[config.mk]
export PLATFORM = sky130hd
export DESIGN_NAME = uart_single_wire
export DESIGN_NICKNAME = d
export VERILOG_FILES = /design/src/core/uart_sw_pkg.sv /design/src/core/uart_single_wire.sv /design/src/core/uart_bit_timer.sv
export SDC_FILE = /design/constraint.sdc
export NUM_CORES = 1
export LEC_CHECK = 0
export ABC_AREA = 0
export BUFFER_PORTS_ARGS = -buffer_cell sky130_fd_sc_hd__buf_2
export CAP_MARGIN = 10
export CELL_PAD_IN_SITES_DETAIL_PLACEMENT = 0
export CELL_PAD_IN_SITES_GLOBAL_PLACEMENT = 1
export CORE_MARGIN = 5
export CORE_UTILIZATION = 49
export CTS_CLUSTER_SIZE = 30
export DETAILED_ROUTE_END_ITERATION = 6
export GPL_TIMING_DRIVEN = 0
export PLACE_DENSITY = 0.77
export SYNTH_ARGS = -nofsm -noshare
export SYNTH_HDL_FRONTEND = slang
export SYNTH_SLANG_ARGS = --single-unit
[constraint.sdc]
create_clock -name core_clk_i -period 5 [get_ports core_clk_i]
set_clock_uncertainty 0.1 [all_clocks]
set_input_delay 1 -clock core_clk_i [delete_from_list [all_inputs] [get_ports core_clk_i]]
set_output_delay 1 -clock core_clk_i [all_outputs]
set_load 0.005 [all_outputs]
[src/core/uart_sw_pkg.sv]
// =====================================================================
// shared constants for the single-wire serial port
package uart_sw_pkg;
    // register addresses on the plain register port
    localparam logic [2:0] ADDR_SINGLE_WIRE = 3'h0;
    localparam logic [2:0] ADDR_DATA        = 3'h1;
    localparam logic [2:0] ADDR_DIV_HIGH    = 3'h2;
    localparam logic [2:0] ADDR_DIV_LOW     = 3'h3;
    localparam logic [2:0] ADDR_BUF_MOD     = 3'h4;
    localparam logic [2:0] ADDR_UNREAD_CNT  = 3'h5;
    // field positions
    localparam int SWM_BIT   = 0;
    localparam int TRIG_LSB  = 0;
    localparam int RANGE_BIT = 2;
    localparam int MOD_LSB   = 3;
    // reset values
    localparam logic [7:0] SINGLE_WIRE_RST = 8'h00;
    localparam logic [7:0] DIV_RST         = 8'h00;
    localparam logic [5:0] BUF_MOD_RST     = 6'h00;
    // receive buffer and frame
    localparam logic [2:0] RX_DEPTH     = 3'h4;
    localparam logic [2:0] LAST_DATA    = 3'h7;
    localparam logic [1:0] TRIG_FOUR    = 2'h0;
    localparam logic [1:0] TRIG_ONE     = 2'h1;
    localparam logic [1:0] TRIG_TWO     = 2'h2;

    typedef enum logic [1:0] {RX_IDLE, RX_START, RX_DATA, RX_STOP} rx_state_type;
    typedef enum logic [1:0] {TX_IDLE, TX_START, TX_DATA, TX_STOP} tx_state_type;

    function automatic logic majority3(input logic [2:0] s);
        majority3 = (s[0] & s[1]) | (s[0] & s[2]) | (s[1] & s[2]);
    endfunction

    function automatic logic trigger_met(input logic [1:0] lvl, input logic [2:0] cnt);
        case (lvl)
            TRIG_FOUR: trigger_met = (cnt >= RX_DEPTH);
            TRIG_ONE:  trigger_met = (cnt >= 3'h1);
            TRIG_TWO:  trigger_met = (cnt >= 3'h2);
            default:   trigger_met = (cnt >= 3'h3);
        endcase
    endfunction
endpackage

[src/core/uart_single_wire.sv]
// Design decisions made here: the address map and the address-and-strobe port.
`timescale 1ns/10ps
// =====================================================================
module uart_single_wire
    import uart_sw_pkg::*;
(
    input  wire logic       core_clk_i,
    input  wire logic       rst_i,
    input  wire logic [2:0] addr_i,
    input  wire logic [7:0] wdata_i,
    input  wire logic       wr_i,
    input  wire logic       rd_i,
    output logic      [7:0] rdata_o,
    input  wire logic       port_enable_i,
    input  wire logic       receiver_enable_i,
    input  wire logic       transmitter_enable_i,
    input  wire logic       receiver_interrupt_enable_i,
    output logic            receive_available_flag_o,
    output logic            interrupt_request_o,
    output logic            transmit_pin_o,
    output logic            transmit_pin_oe_o,
    input  wire logic       shared_serial_pin_i,
    output logic            shared_serial_pin_o,
    output logic            shared_serial_pin_oe_o
);
    // =================================================================
    // configuration registers
    logic        single_wire_select_r;
    logic [7:0]  div_high_r;
    logic [7:0]  div_low_r;
    logic [7:0]  div_low_stage_r;
    logic [5:0]  buf_mod_r;
    logic [15:0] bit_period_divider;
    logic [2:0]  fractional_modulation;
    logic        divider_range_select;
    logic [1:0]  receive_trigger_level;

    assign bit_period_divider    = {div_high_r, div_low_r};
    assign fractional_modulation = buf_mod_r[MOD_LSB +: 3];
    assign divider_range_select  = buf_mod_r[RANGE_BIT];
    assign receive_trigger_level = buf_mod_r[TRIG_LSB +: 2];

    always_ff @(posedge core_clk_i) begin
        if (rst_i) begin
            single_wire_select_r <= SINGLE_WIRE_RST[SWM_BIT];
            div_high_r           <= DIV_RST;
            div_low_r            <= DIV_RST;
            div_low_stage_r      <= DIV_RST;
            buf_mod_r            <= BUF_MOD_RST;
        end else if (wr_i) begin
            case (addr_i)
                ADDR_SINGLE_WIRE: single_wire_select_r <= wdata_i[SWM_BIT];
                ADDR_DIV_LOW:     div_low_stage_r <= wdata_i;
                ADDR_DIV_HIGH: begin
                    // low byte staged, both take effect on the high write
                    div_high_r <= wdata_i;
                    div_low_r  <= div_low_stage_r;
                end
                ADDR_BUF_MOD:     buf_mod_r <= wdata_i[5:0];
                default: ;
            endcase
        end
    end

    // =================================================================
    // pin direction and line synchroniser
    logic tx_en;
    logic rx_en;
    logic rx_path;
    logic rx_meta_r;
    logic rx_sync_r;
    logic rx_prev_r;
    logic rx_bit;

    assign tx_en   = port_enable_i && transmitter_enable_i;
    assign rx_en   = port_enable_i && receiver_enable_i;
    assign rx_path = !single_wire_select_r || receiver_enable_i;
    assign rx_bit  = rx_path ? rx_sync_r : 1'b1;

    always_ff @(posedge core_clk_i) begin
        if (rst_i) begin
            rx_meta_r <= 1'b1;
            rx_sync_r <= 1'b1;
            rx_prev_r <= 1'b1;
        end else begin
            rx_meta_r <= shared_serial_pin_i;
            rx_sync_r <= rx_meta_r;
            rx_prev_r <= rx_bit;
        end
    end

    // =================================================================
    // receiver
    rx_state_type rx_state_r;
    logic [16:0]  rx_pos;
    logic         rx_end;
    logic         rx_start_det;
    logic [16:0]  half;
    logic [16:0]  sp_a;
    logic [16:0]  sp_b;
    logic [16:0]  sp_c;
    logic [1:0]   rx_smp_r;
    logic         rx_vote_now;
    logic         rx_vote;
    logic [7:0]   rx_shift_r;
    logic [2:0]   rx_bits_r;
    logic         rx_push_r;
    logic [7:0]   rx_byte_r;

    assign rx_start_det = rx_en && (rx_state_r == RX_IDLE) && rx_prev_r && !rx_bit;
    assign half         = {2'b00, bit_period_divider[15:1]};
    assign sp_a         = divider_range_select ? half - 17'h00001 : half;
    assign sp_b         = divider_range_select ? half : half + 17'h00001;
    assign sp_c         = half + 17'h00002;
    assign rx_vote_now  = (rx_state_r != RX_IDLE) && (rx_pos == sp_c);
    assign rx_vote      = majority3({rx_smp_r, rx_bit});

    uart_bit_timer rx_timer (
        .core_clk_i   (core_clk_i),
        .rst_i        (rst_i),
        .run_i        (rx_en && (rx_state_r != RX_IDLE || rx_start_det)),
        .restart_i    (rx_start_det),
        .divider_i    (bit_period_divider),
        .modulation_i (fractional_modulation),
        .pos_o        (rx_pos),
        .bit_end_o    (rx_end)
    );

    always_ff @(posedge core_clk_i) begin
        if (rx_pos == sp_a) begin
            rx_smp_r[1] <= rx_bit;
        end
        if (rx_pos == sp_b) begin
            rx_smp_r[0] <= rx_bit;
        end
    end

    always_ff @(posedge core_clk_i) begin
        rx_push_r <= 1'b0;
        if (rst_i || !rx_en) begin
            rx_state_r <= RX_IDLE;
            rx_bits_r  <= 3'h0;
            rx_shift_r <= 8'h00;
            rx_byte_r  <= 8'h00;
        end else begin
            case (rx_state_r)
                RX_IDLE: begin
                    if (rx_start_det) begin
                        rx_state_r <= RX_START;
                    end
                end
                RX_START: begin
                    if (rx_vote_now && rx_vote) begin
                        rx_state_r <= RX_IDLE;
                    end else if (rx_end) begin
                        rx_state_r <= RX_DATA;
                        rx_bits_r  <= 3'h0;
                    end
                end
                RX_DATA: begin
                    if (rx_vote_now) begin
                        rx_shift_r <= {rx_vote, rx_shift_r[7:1]};
                    end
                    if (rx_end) begin
                        rx_bits_r <= rx_bits_r + 3'h1;
                        if (rx_bits_r == LAST_DATA) begin
                            rx_state_r <= RX_STOP;
                        end
                    end
                end
                RX_STOP: begin
                    if (rx_vote_now) begin
                        rx_byte_r  <= rx_shift_r;
                        rx_push_r  <= 1'b1;
                        rx_state_r <= RX_IDLE;
                    end
                end
                default: rx_state_r <= RX_IDLE;
            endcase
        end
    end

    // =================================================================
    // receive buffer, four entries plus the overflow hold register
    logic [7:0] rx_mem [0:3];
    logic [1:0] wr_ptr_r;
    logic [1:0] rd_ptr_r;
    logic [2:0] count_r;
    logic [7:0] hold_r;
    logic       hold_v_r;
    logic       port_en_d_r;
    logic       buf_clear;
    logic       pop;
    logic       mem_we;
    logic [7:0] mem_wd;

    assign buf_clear = rst_i || !port_enable_i || (port_enable_i && !port_en_d_r);
    assign pop       = rd_i && (addr_i == ADDR_DATA) && (count_r != 3'h0);

    always_comb begin
        mem_we = 1'b0;
        mem_wd = rx_byte_r;
        if (pop && hold_v_r) begin
            mem_we = 1'b1;
            mem_wd = hold_r;
        end else if (rx_push_r && (count_r < RX_DEPTH || pop)) begin
            mem_we = 1'b1;
        end
    end

    always_ff @(posedge core_clk_i) begin
        if (mem_we && !buf_clear) begin
            rx_mem[wr_ptr_r] <= mem_wd;
        end
    end

    always_ff @(posedge core_clk_i) begin
        port_en_d_r <= rst_i ? 1'b0 : port_enable_i;
        if (buf_clear) begin
            wr_ptr_r <= 2'h0;
            rd_ptr_r <= 2'h0;
            count_r  <= 3'h0;
            hold_v_r <= 1'b0;
            hold_r   <= 8'h00;
        end else begin
            if (mem_we) begin
                wr_ptr_r <= wr_ptr_r + 2'h1;
            end
            if (pop) begin
                rd_ptr_r <= rd_ptr_r + 2'h1;
            end
            if (mem_we && !pop) begin
                count_r <= count_r + 3'h1;
            end else if (pop && !mem_we) begin
                count_r <= count_r - 3'h1;
            end
            if (rx_push_r && count_r == RX_DEPTH && (!pop || hold_v_r)) begin
                hold_r   <= rx_byte_r;
                hold_v_r <= 1'b1;
            end else if (pop && hold_v_r) begin
                hold_v_r <= 1'b0;
            end
        end
    end

    // =================================================================
    // receive-available flag and interrupt request
    always_ff @(posedge core_clk_i) begin
        if (rst_i) begin
            receive_available_flag_o <= 1'b0;
            interrupt_request_o      <= 1'b0;
        end else begin
            receive_available_flag_o <= trigger_met(receive_trigger_level, count_r);
            interrupt_request_o      <= trigger_met(receive_trigger_level, count_r)
                                        && receiver_interrupt_enable_i;
        end
    end

    // =================================================================
    // register read port, data valid only in the cycle after the strobe
    always_ff @(posedge core_clk_i) begin
        if (rst_i || !rd_i) begin
            rdata_o <= 8'h00;
        end else begin
            case (addr_i)
                ADDR_SINGLE_WIRE: rdata_o <= {7'h00, single_wire_select_r};
                ADDR_DATA:        rdata_o <= rx_mem[rd_ptr_r];
                ADDR_DIV_HIGH:    rdata_o <= div_high_r;
                ADDR_DIV_LOW:     rdata_o <= div_low_stage_r;
                ADDR_BUF_MOD:     rdata_o <= {2'b00, buf_mod_r};
                ADDR_UNREAD_CNT:  rdata_o <= {5'h00, count_r};
                default:          rdata_o <= 8'h00;
            endcase
        end
    end

    // =================================================================
    // transmitter
    tx_state_type tx_state_r;
    logic [7:0]   tx_hold_r;
    logic         tx_full_r;
    logic [7:0]   tx_shift_r;
    logic [2:0]   tx_bits_r;
    logic         tx_line_r;
    logic         tx_end;
    logic         tx_load;

    assign tx_load = tx_en && (tx_state_r == TX_IDLE) && tx_full_r;

    uart_bit_timer tx_timer (
        .core_clk_i   (core_clk_i),
        .rst_i        (rst_i),
        .run_i        (tx_en && (tx_state_r != TX_IDLE || tx_load)),
        .restart_i    (tx_load),
        .divider_i    (bit_period_divider),
        .modulation_i (fractional_modulation),
        .pos_o        (),
        .bit_end_o    (tx_end)
    );

    always_ff @(posedge core_clk_i) begin
        if (rst_i || !tx_en) begin
            tx_state_r <= TX_IDLE;
            tx_full_r  <= 1'b0;
            tx_hold_r  <= 8'h00;
            tx_shift_r <= 8'h00;
            tx_bits_r  <= 3'h0;
            tx_line_r  <= 1'b1;
        end else begin
            if (wr_i && addr_i == ADDR_DATA && !tx_full_r) begin
                tx_hold_r <= wdata_i;
                tx_full_r <= 1'b1;
            end
            case (tx_state_r)
                TX_IDLE: begin
                    if (tx_load) begin
                        tx_shift_r <= tx_hold_r;
                        tx_full_r  <= 1'b0;
                        tx_line_r  <= 1'b0;
                        tx_state_r <= TX_START;
                    end
                end
                TX_START: begin
                    if (tx_end) begin
                        tx_line_r  <= tx_shift_r[0];
                        tx_bits_r  <= 3'h0;
                        tx_state_r <= TX_DATA;
                    end
                end
                TX_DATA: begin
                    if (tx_end) begin
                        tx_bits_r <= tx_bits_r + 3'h1;
                        if (tx_bits_r == LAST_DATA) begin
                            tx_line_r  <= 1'b1;
                            tx_state_r <= TX_STOP;
                        end else begin
                            tx_line_r  <= tx_shift_r[1];
                            tx_shift_r <= {1'b0, tx_shift_r[7:1]};
                        end
                    end
                end
                TX_STOP: begin
                    if (tx_end) begin
                        tx_state_r <= TX_IDLE;
                    end
                end
                default: tx_state_r <= TX_IDLE;
            endcase
        end
    end

    always_ff @(posedge core_clk_i) begin
        if (rst_i) begin
            transmit_pin_o         <= 1'b1;
            transmit_pin_oe_o      <= 1'b0;
            shared_serial_pin_o    <= 1'b1;
            shared_serial_pin_oe_o <= 1'b0;
        end else begin
            transmit_pin_o         <= tx_line_r;
            transmit_pin_oe_o      <= tx_en && !single_wire_select_r;
            shared_serial_pin_o    <= tx_line_r;
            shared_serial_pin_oe_o <= tx_en && single_wire_select_r
                                      && !receiver_enable_i;
        end
    end
endmodule // uart_single_wire

[src/core/uart_bit_timer.sv]
`timescale 1ns/10ps
// =====================================================================
// bit-period timer with fractional modulation accumulator
module uart_bit_timer
    import uart_sw_pkg::*;
(
    input  wire logic        core_clk_i,
    input  wire logic        rst_i,
    input  wire logic        run_i,
    input  wire logic        restart_i,
    input  wire logic [15:0] divider_i,
    input  wire logic [2:0]  modulation_i,
    output logic      [16:0] pos_o,
    output logic             bit_end_o
);
    logic [2:0]  acc_r;
    logic [16:0] pos_r;
    logic [3:0]  sum;
    logic [16:0] limit;

    assign sum       = {1'b0, acc_r} + {1'b0, modulation_i};
    assign limit     = {1'b0, divider_i} + {16'h0000, sum[3]};
    assign bit_end_o = run_i && !restart_i && ((pos_r + 17'h00001) >= limit);
    assign pos_o     = pos_r;

    always_ff @(posedge core_clk_i) begin
        if (rst_i || !run_i || restart_i) begin
            pos_r <= 17'h00000;
            acc_r <= 3'h0;
        end else if (bit_end_o) begin
            pos_r <= 17'h00000;
            acc_r <= sum[2:0];
        end else begin
            pos_r <= pos_r + 17'h00001;
        end
    end
endmodule // uart_bit_timer

**Word level (Yosys, flattened, before mapping)**

Memories as Yosys holds them, arrays and structs flattened. A register that Yosys moved wholly into a read port is not among the register bits.
Index checks and enable logic that the tools add are counted.

- $lt $le $gt $ge: 7
- Reduce and logical (&&, ||, !) cells: 89
- Equal/unequal tests: 32
- Add/subtract/negate cells: 15
- Multiplexer cells: 50
- Bitwise operators: 6

Operator list:

| kind | count |
|---|---|
| $pmux 8 s6 | 1 |
| $add 16x1->17 | 2 |
| $add 17x1->17 const B | 2 |
| $eq 17x16->1 | 2 |
| $ge 17x17->1 | 2 |
| $mux 8 | 4 |
| $logic_and 1x1->1 | 31 |
| $mux 2 | 13 |
| $ne 2x2->1 const B | 12 |
| $mux 3 | 7 |
| $eq 17x17->1 | 1 |
| $mux 17 | 1 |
| $add 15x1->16 const B | 1 |
| $add 15x2->16 const B | 1 |
| $logic_not 1->1 | 16 |
| $mux 1 | 16 |
| $mux 16 | 1 |
| $pmux 2 s4 | 2 |
| $pmux 8 s2 | 1 |
| $sub 15x1->16 const B | 1 |
| $eq 3x3->1 const B | 5 |
| $logic_or 1x1->1 | 14 |
| $reduce_bool 2->1 | 7 |
| $pmux 3 s2 | 2 |
| other kinds (25) | 54 |

- Bits of input ports: 20
- RAM bits: 32
- Memories kept: 1
- Register bits after elaboration: 151
- Output and inout bits: 14
- Word-level logic and storage cells: 237

Memories:

| memory | depth | width | read ports | clocked after Yosys merged registers in | write ports | RTL line | source |
|---|---|---|---|---|---|---|---|
| rx_mem | 4 | 8 | 1 | 1 | 1 | uart_single_wire.sv:185 | `logic [7:0] rx_mem [0:3];` |

**Logic depth before layout (Yosys ltp)**

Gate-level depths: netlist of run 1.

- Depth after elaboration: 12
- Depth in mapped cells: 17
- Mapped depth without buffers: 16

**Hierarchy**

A second synthesis of run 1 with hierarchy kept.

- Cell total of the unflattened synthesis: 1168
- Area total of the unflattened synthesis: 10790.3 um2

Modules (own cells, without submodules):

| module | seq. area each (um2) | cells each | instances | area each (um2) |
|---|---|---|---|---|
| uart_single_wire | 3243.1 | 798 | 1 | 7524.7 |
| uart_bit_timer | 400.4 | 185 | 2 | 1632.8 |

**Worst setup path before layout of run 1**

OpenSTA, ideal clock, no wires.

- Kind: reg-to-reg
- Start point: reg buf_mod_r[4]
- End point: reg tx_shift_r[5]
- Arrival time: 3569 ps
- Buffers on the path: 1
- Setup slack: 1271 ps
- Clock period less this slack: 3729 ps
- Data required time: 4840 ps
- Cell stages (with the launch flop): 17
- Library setup time: 60 ps
- Cells stage by stage: dfxtp_1 > ha_1 > a21o_1 > a21o_1 > ha_1 > ha_1 > nand4_1 > nor2_1 > xnor2_1 > ha_1 > nand3_1 > o21a_1 > o31a_1 > a2111o_1 > clkbuf_1 > a211o_1 > nand2_1

- Word-level cells in the longest chain between the ends: 6

RTL lines:

| item | RTL line | source |
|---|---|---|
| start: declaration | uart_single_wire.sv:32 | `logic [5:0] buf_mod_r;` |
| start signal: assignment | uart_single_wire.sv:59 | `ADDR_BUF_MOD: buf_mod_r <= wdata_i[5:0];` |
| $add 3x3->4 | uart_bit_timer.sv:21 | `assign sum = {1'b0, acc_r} + {1'b0, modulation_i};` |
| $add 16x1->17 | uart_bit_timer.sv:22 | `assign limit = {1'b0, divider_i} + {16'h0000, sum[3]};` |
| $ge 17x17->1 | uart_bit_timer.sv:23 | `assign bit_end_o = run_i && !restart_i && ((pos_r + 17'h00001) >= limit);` |
| $logic_and 1x1->1 | uart_bit_timer.sv:23 |  |
| $ne 2x2->1 (no source line) | - |  |
| $reduce_and 4->1 (no source line) | - |  |
| end signal: assignment | uart_single_wire.sv:317 | `tx_shift_r <= tx_hold_r;` |
| end signal: assignment | uart_single_wire.sv:338 | `tx_shift_r <= {1'b0, tx_shift_r[7:1]};` |
| end: declaration | uart_single_wire.sv:282 | `logic [7:0] tx_shift_r;` |

No other way between the ends.
A chain may end at the register's enable or synchronous reset.

**Worst setup path after layout of run 1**

- Start point: reg buf_mod_r[4]
- End point: reg rx_bits_r[0]

- Word-level cells in the longest chain between the ends: 6
- Elaborated cells on any way between the ends: 7
- Those cells by class: 2 x add/sub; 1 x order compare; 2 x eq/ne; 2 x reduce/logical

RTL lines:

| item | RTL line | source |
|---|---|---|
| $add 3x3->4 * | uart_bit_timer.sv:21 |  |
| $add 16x1->17 * | uart_bit_timer.sv:22 |  |
| $ge 17x17->1 * | uart_bit_timer.sv:23 |  |
| $logic_and 1x1->1 * | uart_bit_timer.sv:23 |  |
| $ne 2x2->1 (no source line) | - |  |
| $reduce_and 4->1 (no source line) * | - |  |
| end signal: assignment | uart_single_wire.sv:165 | `rx_bits_r <= rx_bits_r + 3'h1;` |
| end: declaration | uart_single_wire.sv:106 | `logic [2:0] rx_bits_r;` |

Every way passes the cells marked *; elsewhere a longest branch is shown, timed or not.

==> impl_metrics.py, run 1 <==
metrics = {
    "power_and_ir_drop": {
        "p_leak_nw": 4.55,
        "power_density_nw_per_um2": 271,
        "internal_power_mw": 2.30,
        "power_switching_mw": 0.913,
        "ir_drop_mv": 0.220,
        "netSwitchingFraction": 0.284,
        "p_seq_frac": 0.475,
        "clkPwrFrac": 0.485,
        "power_frac_comb": 0.041,
    },
    "sta": {
        "drv_slew": 0,
        "fmax_mhz": 216,
        "setup_viol": 0,
        "worst_slew_pin_slew_ns": 0.729,
        "timing.hold.ws_ns": 0.316,
        "setup-tns-final_ns": 0,
        "post-route-min-period_ns": 4.63,
        "max_slew_margin": 0.507,
        "period_share": 0.925,
        "rsz0062_at_grt": "false",
        "hold_viol_final": 0,
    },
    "yosys": {
        "ys_ff_latch": 185,
        "synthesis.nets": 1259,
        "ys_seq_area_frac": 0.379,
        "ys.warnings.count": 0,
        "synthSimpleGateAreaFrac": 0.213,
        "syn_area_per_cell_um2": 9.14,
        "synthesis.area_um2": 10700,
        "synth_cell_types": 76,
        "synth_area_leaders": "dfxtp_1 28%, edfxtp_1 9.6%, ha_1 8.0%",
        "synth_compound_area_frac": 0.111,
        "yosysTopAreaCell": "dfxtp_1",
        "synth_flop_cell": "dfxtp_1",
        "synth_edf_count": 34,
        "synth_top_family_by_area": "simple AND/OR/NAND/NOR gates",
        "syn-instance-count": 1169,
        "synthMuxAreaShare": 0.0881,
        "synth_xor_area_frac": 0.0802,
        "async_flop_share": 0,
        "netlist.area_leader.share": 0.283,
        "synthAdderAreaFrac": 0.0843,
    },
    "cts": {
        "htreeDepth": 4,
        "post_cts_buffers": 0,
        "clock-sinks": 185,
        "path_clk_slew_ns": 0.09,
        "holdBufCountCts": 0,
        "clockBufferDepth": 2,
        "cts_buffers": 17,
        "clk_latency_ns": 0.45,
        "ctsResizeCount": 0,
        "cts-root-buf": "clkbuf_16",
        "tritoncts": "yes",
    },
    "global_route": {
        "grt_max_degree": 26,
        "first_global_vias": 8282,
        "grt_antenna_before_repair": 0,
        "grt_usage": 0.233,
        "grt_pass1_wl_mm": 45.2,
        "grt-ovfl-total": 0,
    },
    "place": {
        "dpl.cell_count": 1480,
        "dpl.hpwl_mm": 21.2,
        "port_buffers": 31,
        "gp_congestion": 0.936,
        "dpl_cell_area_um2": 11200,
    },
    "detailed_routing": {
        "wl_mm": 28.6,
        "drc": 0,
        "drtIter0Drc": 644,
        "antenna_left": 0,
        "post_drt_wl_per_cell_um": 18.9,
        "viasPerCell": 5.69,
        "via_count": 8598,
        "first_pass_iters": 6,
    },
    "critical_path": {
        "worstPathArrival_ns": 4.90,
        "path_class": "reg2reg",
        "r2r_start": "buf_mod_r[4]",
        "crit_required_ns": 5.27,
        "end_kind": "register",
        "start_kind": "register",
        "cp_max_fo": 8,
        "crit_start": "buf_mod_r[4]",
    },
    "layout": {
        "layout.nets": 1309,
        "area_delta_synth_final_pct": 11.0,
        "layout-drive-gt1-share": 0.106,
        "instances_no_fill": 1512,
        "num_antenna_cells": 0,
        "finish.utilization": 0.548,
        "design_area_um2": 11900,
        "n_fill_cell": 2015,
    },
    "floorplanning": {
        "dieArea_um2": 24900,
        "rows": 54,
        "die_w_um": 158,
        "initial_utilization": 0.494,
        "io_pins": 34,
        "die_y_um": 158,
        "coreArea_um2": 21600,
    },
    "outcome": {
        "run_status": "complete, no violations",
    },
    "flow_run": {
        "cap_violations": 0,
    },
    "worst_hold_path": {
        "hp-class": "reg2reg",
        "hold_start": "rx_meta_r",
    },
}
## flip-flops by register name, indices dropped and copies added, names as in the netlist, 6 cells and up, named ones only
signal / flops
div_low_stage_r: 8
tx_shift_r: 8
div_low_r: 8
tx_timer.pos_o: 17
rx_byte_r: 8
rdata_o: 8
hold_r: 8
tx_hold_r: 8
rx_shift_r: 8
rx_timer.pos_o: 17
rx_mem: 32
div_high_r: 8
buf_mod_r: 6
## through the flow
step | setup slack (ns) | power, mW
floorplan | 1.27 | 1.64
global placement | 0.462 | 1.69
detailed placement | 0.444 | 1.69
CTS | 0.406 | 3.23
global route | 0.0455 | 3.32
finish | 0.375 | 3.21
## synthesized netlist by cell type (6+ instances only)
library cell / instances
buf_2: 13
nor2_1: 117
or3_1: 8
nand2b_1: 12
xor2_1: 44
mux2i_1: 58
inv_1: 31
a22oi_1: 7
nor2b_1: 36
nor3_1: 25
dfxtp_1: 151
and3_1: 17
a21o_1: 12
buf_1: 6
and4_1: 7
xnor2_1: 52
or2_2: 6
mux2_2: 14
a211o_1: 11
o21ai_0: 17
ha_1: 68
clkbuf_1: 43
nand4_1: 29
buf_6: 7
a21oi_1: 55
nor4_1: 18
mux4_2: 9
and2_1: 7
nand3_1: 27
a31oi_1: 9
nand2_1: 122
edfxtp_1: 34
a211oi_1: 9
## path summary, 6_finish.rpt
check,to,slack [ns],cells past startpoint
max,rx_bits_r[0],0.37,16
min,rx_sync_r,0.32,1
max reg2reg,rx_bits_r[0],0.37,16
min reg2reg,rx_sync_r,0.32,1
## cell families (layout without fill, tap and decap cells)
group	Yosys count	in the layout
AOI/OAI and AO/OA	175	175
xor gates and xnor gates	97	97
adders and majority gates	71	71
buffers and inverters	104	167
DFF	185	185
muxes	81	81
and+or+nand+nor	456	456
## routing by layer
metal,part of all wire,track usage,up-vias
li1,-,-,4263
met1,0.47,0.324,4058
met2,0.46,0.370,223
met3,0.047,0.0342,54
met4,0.028,0.0856,0
met5,0,0,-
## worst max-delay path, cell delays in order (launching register included)
cell      delay [ns]
dfxtp_1         0.55
ha_1            0.30
a21o_1          0.15
a21o_1          0.22
ha_1            0.24
ha_1            0.28
nand4_1         0.20
nor2_1          0.07
xnor2_1         0.14
ha_1            0.34
nand4_1         0.08
nor4_1          0.31
a211oi_1        0.08
o21ai_0         0.42
o21ai_1         0.37
or4_1           0.50
a31oi_1         0.18
## cell type report
class	count	area [µm²]	area share
inverter	31	116	0.00981
multi-input combinational	880	6160	0.519
sequential	185	4040	0.341
tap	280	350	0.0295
clock buffer	17	425	0.0359
buffer	73	367	0.0309
timing repair buffer	31	155	0.0131
clock inverter	15	243	0.0205
## power groups by stage
stage	combinational [mW]	sequential (mW)	clock, mW
final	0.131	1.52	1.56
after global routing	0.142	1.53	1.65
after CTS	0.129	1.52	1.58
after detailed placement	0.128	1.56	0
after global placement	0.128	1.56	0
after floorplan	0.0811	1.56	0
## placed cells by master (no fill, tap or decap), drive strengths merged, types with 6 or more instances in the layout
cell	netlist	layout
nand3	28	28
a211oi	11	11
nor4	19	19
mux2	14	14
edfxtp	34	34
or3	8	8
mux4	9	9
o21ai	21	21
a21o	12	12
ha	68	68
xnor2	53	53
and3	20	20
nand2	122	122
a21oi	55	55
or2	6	6
a31oi	9	9
and2	7	7
xor2	44	44
nand4	30	30
a22oi	7	7
nor2	117	117
and4	8	8
nor3	26	26
clkbuf	44	61
nand2b	12	12
dfxtp	151	151
inv	31	46
buf	28	59
a211o	11	11
nor2b	36	36
mux2i	58	58
No activity file was read; power rests on OpenSTA's default activity.
==> run 2: changes to the inputs <==
- REMOVE_ABC_BUFFERS: unset -> 1
==> run 2 against run 1 <==
Cell count fell by 4.6%. Largest cell class unchanged. Cell area fell by 3.5%. Hold slack gained 0.0048 ns. Register-to-register slack barely moved. Non-clock buffer count decreased by 70. Total power down 6.5%. Global-route usage shrank 2.2 points. Critical path type unchanged.
==> impl_metrics.py, run 2 (same netlist as run 1, synthesis figures left out) <==
metrics = {
    "cts": {
        "htreeDepth": 4,
        "clock-sinks": 185,
        "path_clk_slew_ns": 0.08,
        "cts_buffers": 17,
        "clockBufferDepth": 2,
        "post_cts_buffers": 0,
        "tritoncts": "yes",
        "clk_latency_ns": 0.44,
        "ctsResizeCount": 0,
        "cts-root-buf": "clkbuf_16",
        "holdBufCountCts": 0,
    },
    "global_route": {
        "grt_antenna_before_repair": 0,
        "grt_usage": 0.211,
        "grt_pass1_wl_mm": 41.5,
        "grt-ovfl-total": 0,
        "first_global_vias": 7625,
        "grt_max_degree": 40,
    },
    "critical_path": {
        "worstPathArrival_ns": 4.86,
        "cp-endpoint": "rx_bits_r[0]",
        "end_kind": "register",
        "path_class": "reg2reg",
        "cp_max_fo": 8,
        "crit_required_ns": 5.25,
        "start_kind": "register",
        "worst-r2r-setup-slack_ns": 0.39,
        "rr_worst_depth": 16,
        "r2r_start": "buf_mod_r[4]",
        "crit_start": "buf_mod_r[4]",
        "r2r_end": "rx_bits_r[0]",
    },
    "layout": {
        "layout.nets": 1239,
        "layout_commonest_cell": "dfxtp_1",
        "area_delta_synth_final_pct": 7.10,
        "num_antenna_cells": 0,
        "largest-register": "rx_mem",
        "instances_no_fill": 1442,
        "layout_common_cells": "151 x dfxtp_1, 122 x nand2_1, 117 x nor2_1",
        "layout-drive-gt1-share": 0.0929,
        "largest_register_ff_count": 32,
        "design_area_um2": 11400,
    },
    "power_and_ir_drop": {
        "p_total_mw": 3.00,
        "power_frac_comb": 0.037,
        "power_density_nw_per_um2": 262,
        "internal_power_mw": 2.24,
        "ir_drop_mv": 0.233,
        "p_leak_nw": 4.33,
        "power_switching_mw": 0.758,
        "p_seq_frac": 0.510,
        "clkPwrFrac": 0.453,
        "netSwitchingFraction": 0.253,
    },
    "place": {
        "port_buffers": 33,
        "dpl.hpwl_mm": 18.9,
        "dpl_cell_area_um2": 10800,
        "gp_congestion": 0.880,
        "dpl.cell_count": 1409,
    },
    "detailed_routing": {
        "antenna_left": 0,
        "via_count": 8266,
        "drc": 0,
        "drtIter0Drc": 644,
        "viasPerCell": 5.73,
        "wl_mm": 26.0,
        "first_pass_iters": 5,
        "post_drt_wl_per_cell_um": 18.0,
    },
    "worst_hold_path": {
        "hp-class": "reg2reg",
        "hold_start": "rx_meta_r",
    },
    "floorplanning": {
        "io_pins": 34,
        "initial_utilization": 0.494,
        "coreArea_um2": 21600,
        "die_w_um": 158,
        "die_y_um": 158,
        "rows": 54,
        "dieArea_um2": 24900,
    },
    "sta": {
        "setup_viol": 0,
        "setup-tns-final_ns": 0,
        "period_share": 0.922,
        "hold_viol_final": 0,
        "fmax_mhz": 217,
        "worst_slew_pin_slew_ns": 1.09,
        "timing.hold.ws_ns": 0.321,
        "rsz0062_at_grt": "false",
        "max_slew_margin": 0.267,
        "drv_slew": 0,
        "post-route-min-period_ns": 4.61,
    },
    "outcome": {
        "run_status": "complete, no violations",
    },
    "flow_run": {
        "cap_violations": 0,
    },
}
run 2: cell count changes in the layout (fill, tap and decap cells not counted), moves of 3 or more:
cell / before / now
buf_6: 7 / 0
clkbuf_1: 42 / 1
inv_16: 5 / 0
inv_12: 6 / 0
clkinv_8: 0 / 5
buf_2: 44 / 33
buf_1: 6 / 0
clkinv_4: 0 / 3
run 2: power groups by stage:
stage	Sequential, mW	Combinational [mW]	Clock (mW)
after global placement	1.57	0.110	0
after global routing	1.53	0.123	1.45
final	1.53	0.111	1.36
after CTS	1.53	0.111	1.38
after floorplan	1.56	0.0653	0
after detailed placement	1.57	0.110	0
run 2: worst min-delay path by stage:
stage	to	slack (ns)	cells past startpoint
after global placement	rx_sync_r	0.29	1
after floorplan	rx_sync_r	0.29	1
final	rx_sync_r	0.32	1
after CTS	rx_sync_r	0.33	1
after global routing	rx_sync_r	0.36	1
after detailed placement	rx_sync_r	0.30	1
run 2: worst max-delay path, cell delays in order (launching register included):
cell	delay, ns
dfxtp_1	0.52
ha_1	0.29
a21o_1	0.15
a21o_1	0.21
ha_1	0.24
ha_1	0.30
nand4_1	0.20
nor2_1	0.08
xnor2_1	0.14
ha_1	0.36
nand4_1	0.08
nor4_1	0.26
a211oi_1	0.09
o21ai_0	0.43
o21ai_1	0.38
or4_1	0.49
a31oi_1	0.19
run 2: routing by layer:
metal | track usage | vias to the layer above | share of wire
li1 | - | 4119 | -
met1 | 0.305 | 3942 | 0.48
met2 | 0.331 | 184 | 0.46
met3 | 0.0353 | 21 | 0.043
met4 | 0.0496 | 0 | 0.015
met5 | 0 | - | 0
run 2: cell type report:
type	instances	area, µm²
clock buffer	19	443
clock inverter	13	158
fill	2020	10200
inverter	31	116
multi-input combinational	880	6160
sequential	185	4040
tap	280	350
timing repair buffer	34	173
run 2: per-stage QoR:
step            util  setup slack, ns
4_1_cts        0.529            0.431
6_report       0.529            0.388
3_3_place_gp   0.501            0.512
3_5_place_dp   0.501            0.461
2_1_floorplan      -             1.31
5_1_grt        0.529            0.132
==> run 3: changes to the inputs <==
- CORE_ASPECT_RATIO: unset -> 1.1
==> run 3 against run 2 <==
Non-clock buffer count is 1 lower. Highest routed layer unchanged. Sequential share of layout area is 0.12 points lower. Wire length increased by 2.1%. Largest power group unchanged. Largest cell class unchanged.
==> impl_metrics.py, run 3 (same netlist as run 1, synthesis figures left out) <==
metrics = {
    "power_and_ir_drop": {
        "power_density_nw_per_um2": 269,
        "p_leak_nw": 4.35,
        "ir_drop_mv": 0.220,
    },
    "global_route": {
        "first_global_vias": 7905,
        "grt_pass1_wl_mm": 42.9,
        "grt_antenna_before_repair": 0,
        "grt-ovfl-total": 0,
        "grt_max_degree": 40,
        "grt_usage": 0.221,
    },
    "detailed_routing": {
        "wl_met1_mm": 12.4,
        "highest_layer": "met4",
        "drc": 0,
        "wl_mm": 26.5,
        "first_pass_iters": 5,
        "via_count": 8297,
        "wl_met3_mm": 1.16,
        "antenna_left": 0,
        "post_drt_wl_per_cell_um": 18.3,
        "viasPerCell": 5.72,
        "wl_met2_mm": 12.4,
        "drtIter0Drc": 669,
    },
    "critical_path": {
        "crit_required_ns": 5.26,
        "cp.buffers_inverters": 0,
        "crit_top_cell": "ha_1",
        "crit_chain": "ha_1 > a21o_1 > a21o_1 > ha_1 > nand4_1 > or2_2 > nor2_1 > xnor2_1 > ha_1 > nand2_1 > o21a_1 > a211o_1 > a31oi_1 > o21ai_1 > or4_1 > a31oi_1",
        "path_class": "reg2reg",
        "cp_max_fo": 8,
        "end_kind": "register",
        "crit_slowest_cell": "or4_1",
        "worstPathArrival_ns": 4.83,
        "crit_family": "compound AO/OA/AOI/OAI gates",
        "critPathMaxStageDelay_ns": 0.48,
        "start_kind": "register",
    },
    "floorplanning": {
        "die_y_um": 165,
        "io_pins": 34,
        "die_w_um": 151,
        "dieArea_um2": 24900,
        "rows": 56,
        "coreArea_um2": 21400,
        "initial_utilization": 0.500,
    },
    "place": {
        "dp_slack_ns": 0.183,
        "gp_congestion": 0.871,
        "port_buffers": 33,
        "dpl.cell_count": 1419,
        "dpl.hpwl_mm": 19.3,
    },
    "sta": {
        "fmax_mhz": 219,
        "setup_ws_ns": 0.431,
        "rsz0062_at_grt": "false",
        "drv_slew": 0,
        "max_slew_margin": 0.199,
        "worst_slew_pin_slew_ns": 1.20,
        "setup-tns-final_ns": 0,
        "period_share": 0.914,
        "hold_viol_final": 0,
        "setup_viol": 0,
        "post-route-min-period_ns": 4.57,
    },
    "cts": {
        "clk_latency_ns": 0.44,
        "clock-sinks": 185,
        "holdBufCountCts": 0,
        "tritoncts": "yes",
        "path_clk_slew_ns": 0.08,
        "htreeDepth": 4,
        "cts_buffers": 17,
        "clockBufferDepth": 2,
        "cts-root-buf": "clkbuf_16",
    },
    "worst_hold_path": {
        "hp-class": "reg2reg",
    },
    "flow_run": {
        "cap_violations": 0,
    },
    "layout": {
        "largest-register": "rx_mem",
        "layout-drive-gt1-share": 0.0939,
        "layout_common_cells": "150 x dfxtp_1, 122 x nand2_1, 117 x nor2_1",
        "n_fill_cell": 2018,
        "num_antenna_cells": 0,
        "layout.nets": 1238,
        "largest_register_ff_count": 32,
        "area_delta_synth_final_pct": 7.48,
        "layout_commonest_cell": "dfxtp_1",
        "instances_no_fill": 1451,
    },
    "outcome": {
        "run_status": "complete, no violations",
    },
}
## run 3: metrics by stage
step | total power [mW] | area, µm² | util | hold slack (ns)
2_1_floorplan | 1.63 | 10300 | - | 0.289
3_3_place_gp | 1.68 | 10800 | 0.507 | 0.292
3_5_place_dp | 1.68 | 10800 | 0.507 | 0.298
4_1_cts | 3.11 | 11500 | 0.537 | 0.329
5_1_grt | 3.20 | 11500 | 0.537 | 0.363
6_report | 3.08 | 11500 | 0.537 | 0.327
## run 3: final timing paths
kind | depth (start not counted) | slack, ns | startpoint | to
min | 1 | 0.33 | rx_meta_r | rx_sync_r
min reg2reg | 1 | 0.33 | rx_meta_r | rx_sync_r
max reg2reg | 16 | 0.43 | buf_mod_r[4] | rx_bits_r[0]
max | 16 | 0.43 | buf_mod_r[4] | rx_bits_r[0]
## run 3: metal layers
layer  vias up  GRT usage
li1       4122          -
met2       185      0.352
met4         0     0.0713
met5         -          0
met3        39     0.0338
met1      3951      0.308
## run 3: final cells by class
class | count | area, µm² | share of cell area
Clock buffer | 17 | 425 | 0.0371
Clock inverter | 15 | 210 | 0.0183
Inverter | 31 | 116 | 0.0101
Multi-Input combinational cell | 880 | 6160 | 0.536
Sequential cell | 185 | 4050 | 0.352
Tap cell | 290 | 363 | 0.0316
Timing Repair Buffer | 33 | 165 | 0.0144
## run 3: what timing repair did
item / in CTS / in global routing
resized for setup: 0 / 2
buffers inserted: 0 / 0
setup endpoints to repair: 0 / 3
## run 3: power by group
group          total (mW)  internal [mW]  switching (mW)
sequential           1.53           1.52          0.0136
clock                1.44          0.706           0.733
combinational       0.113         0.0404          0.0723
total                3.08           2.26           0.819
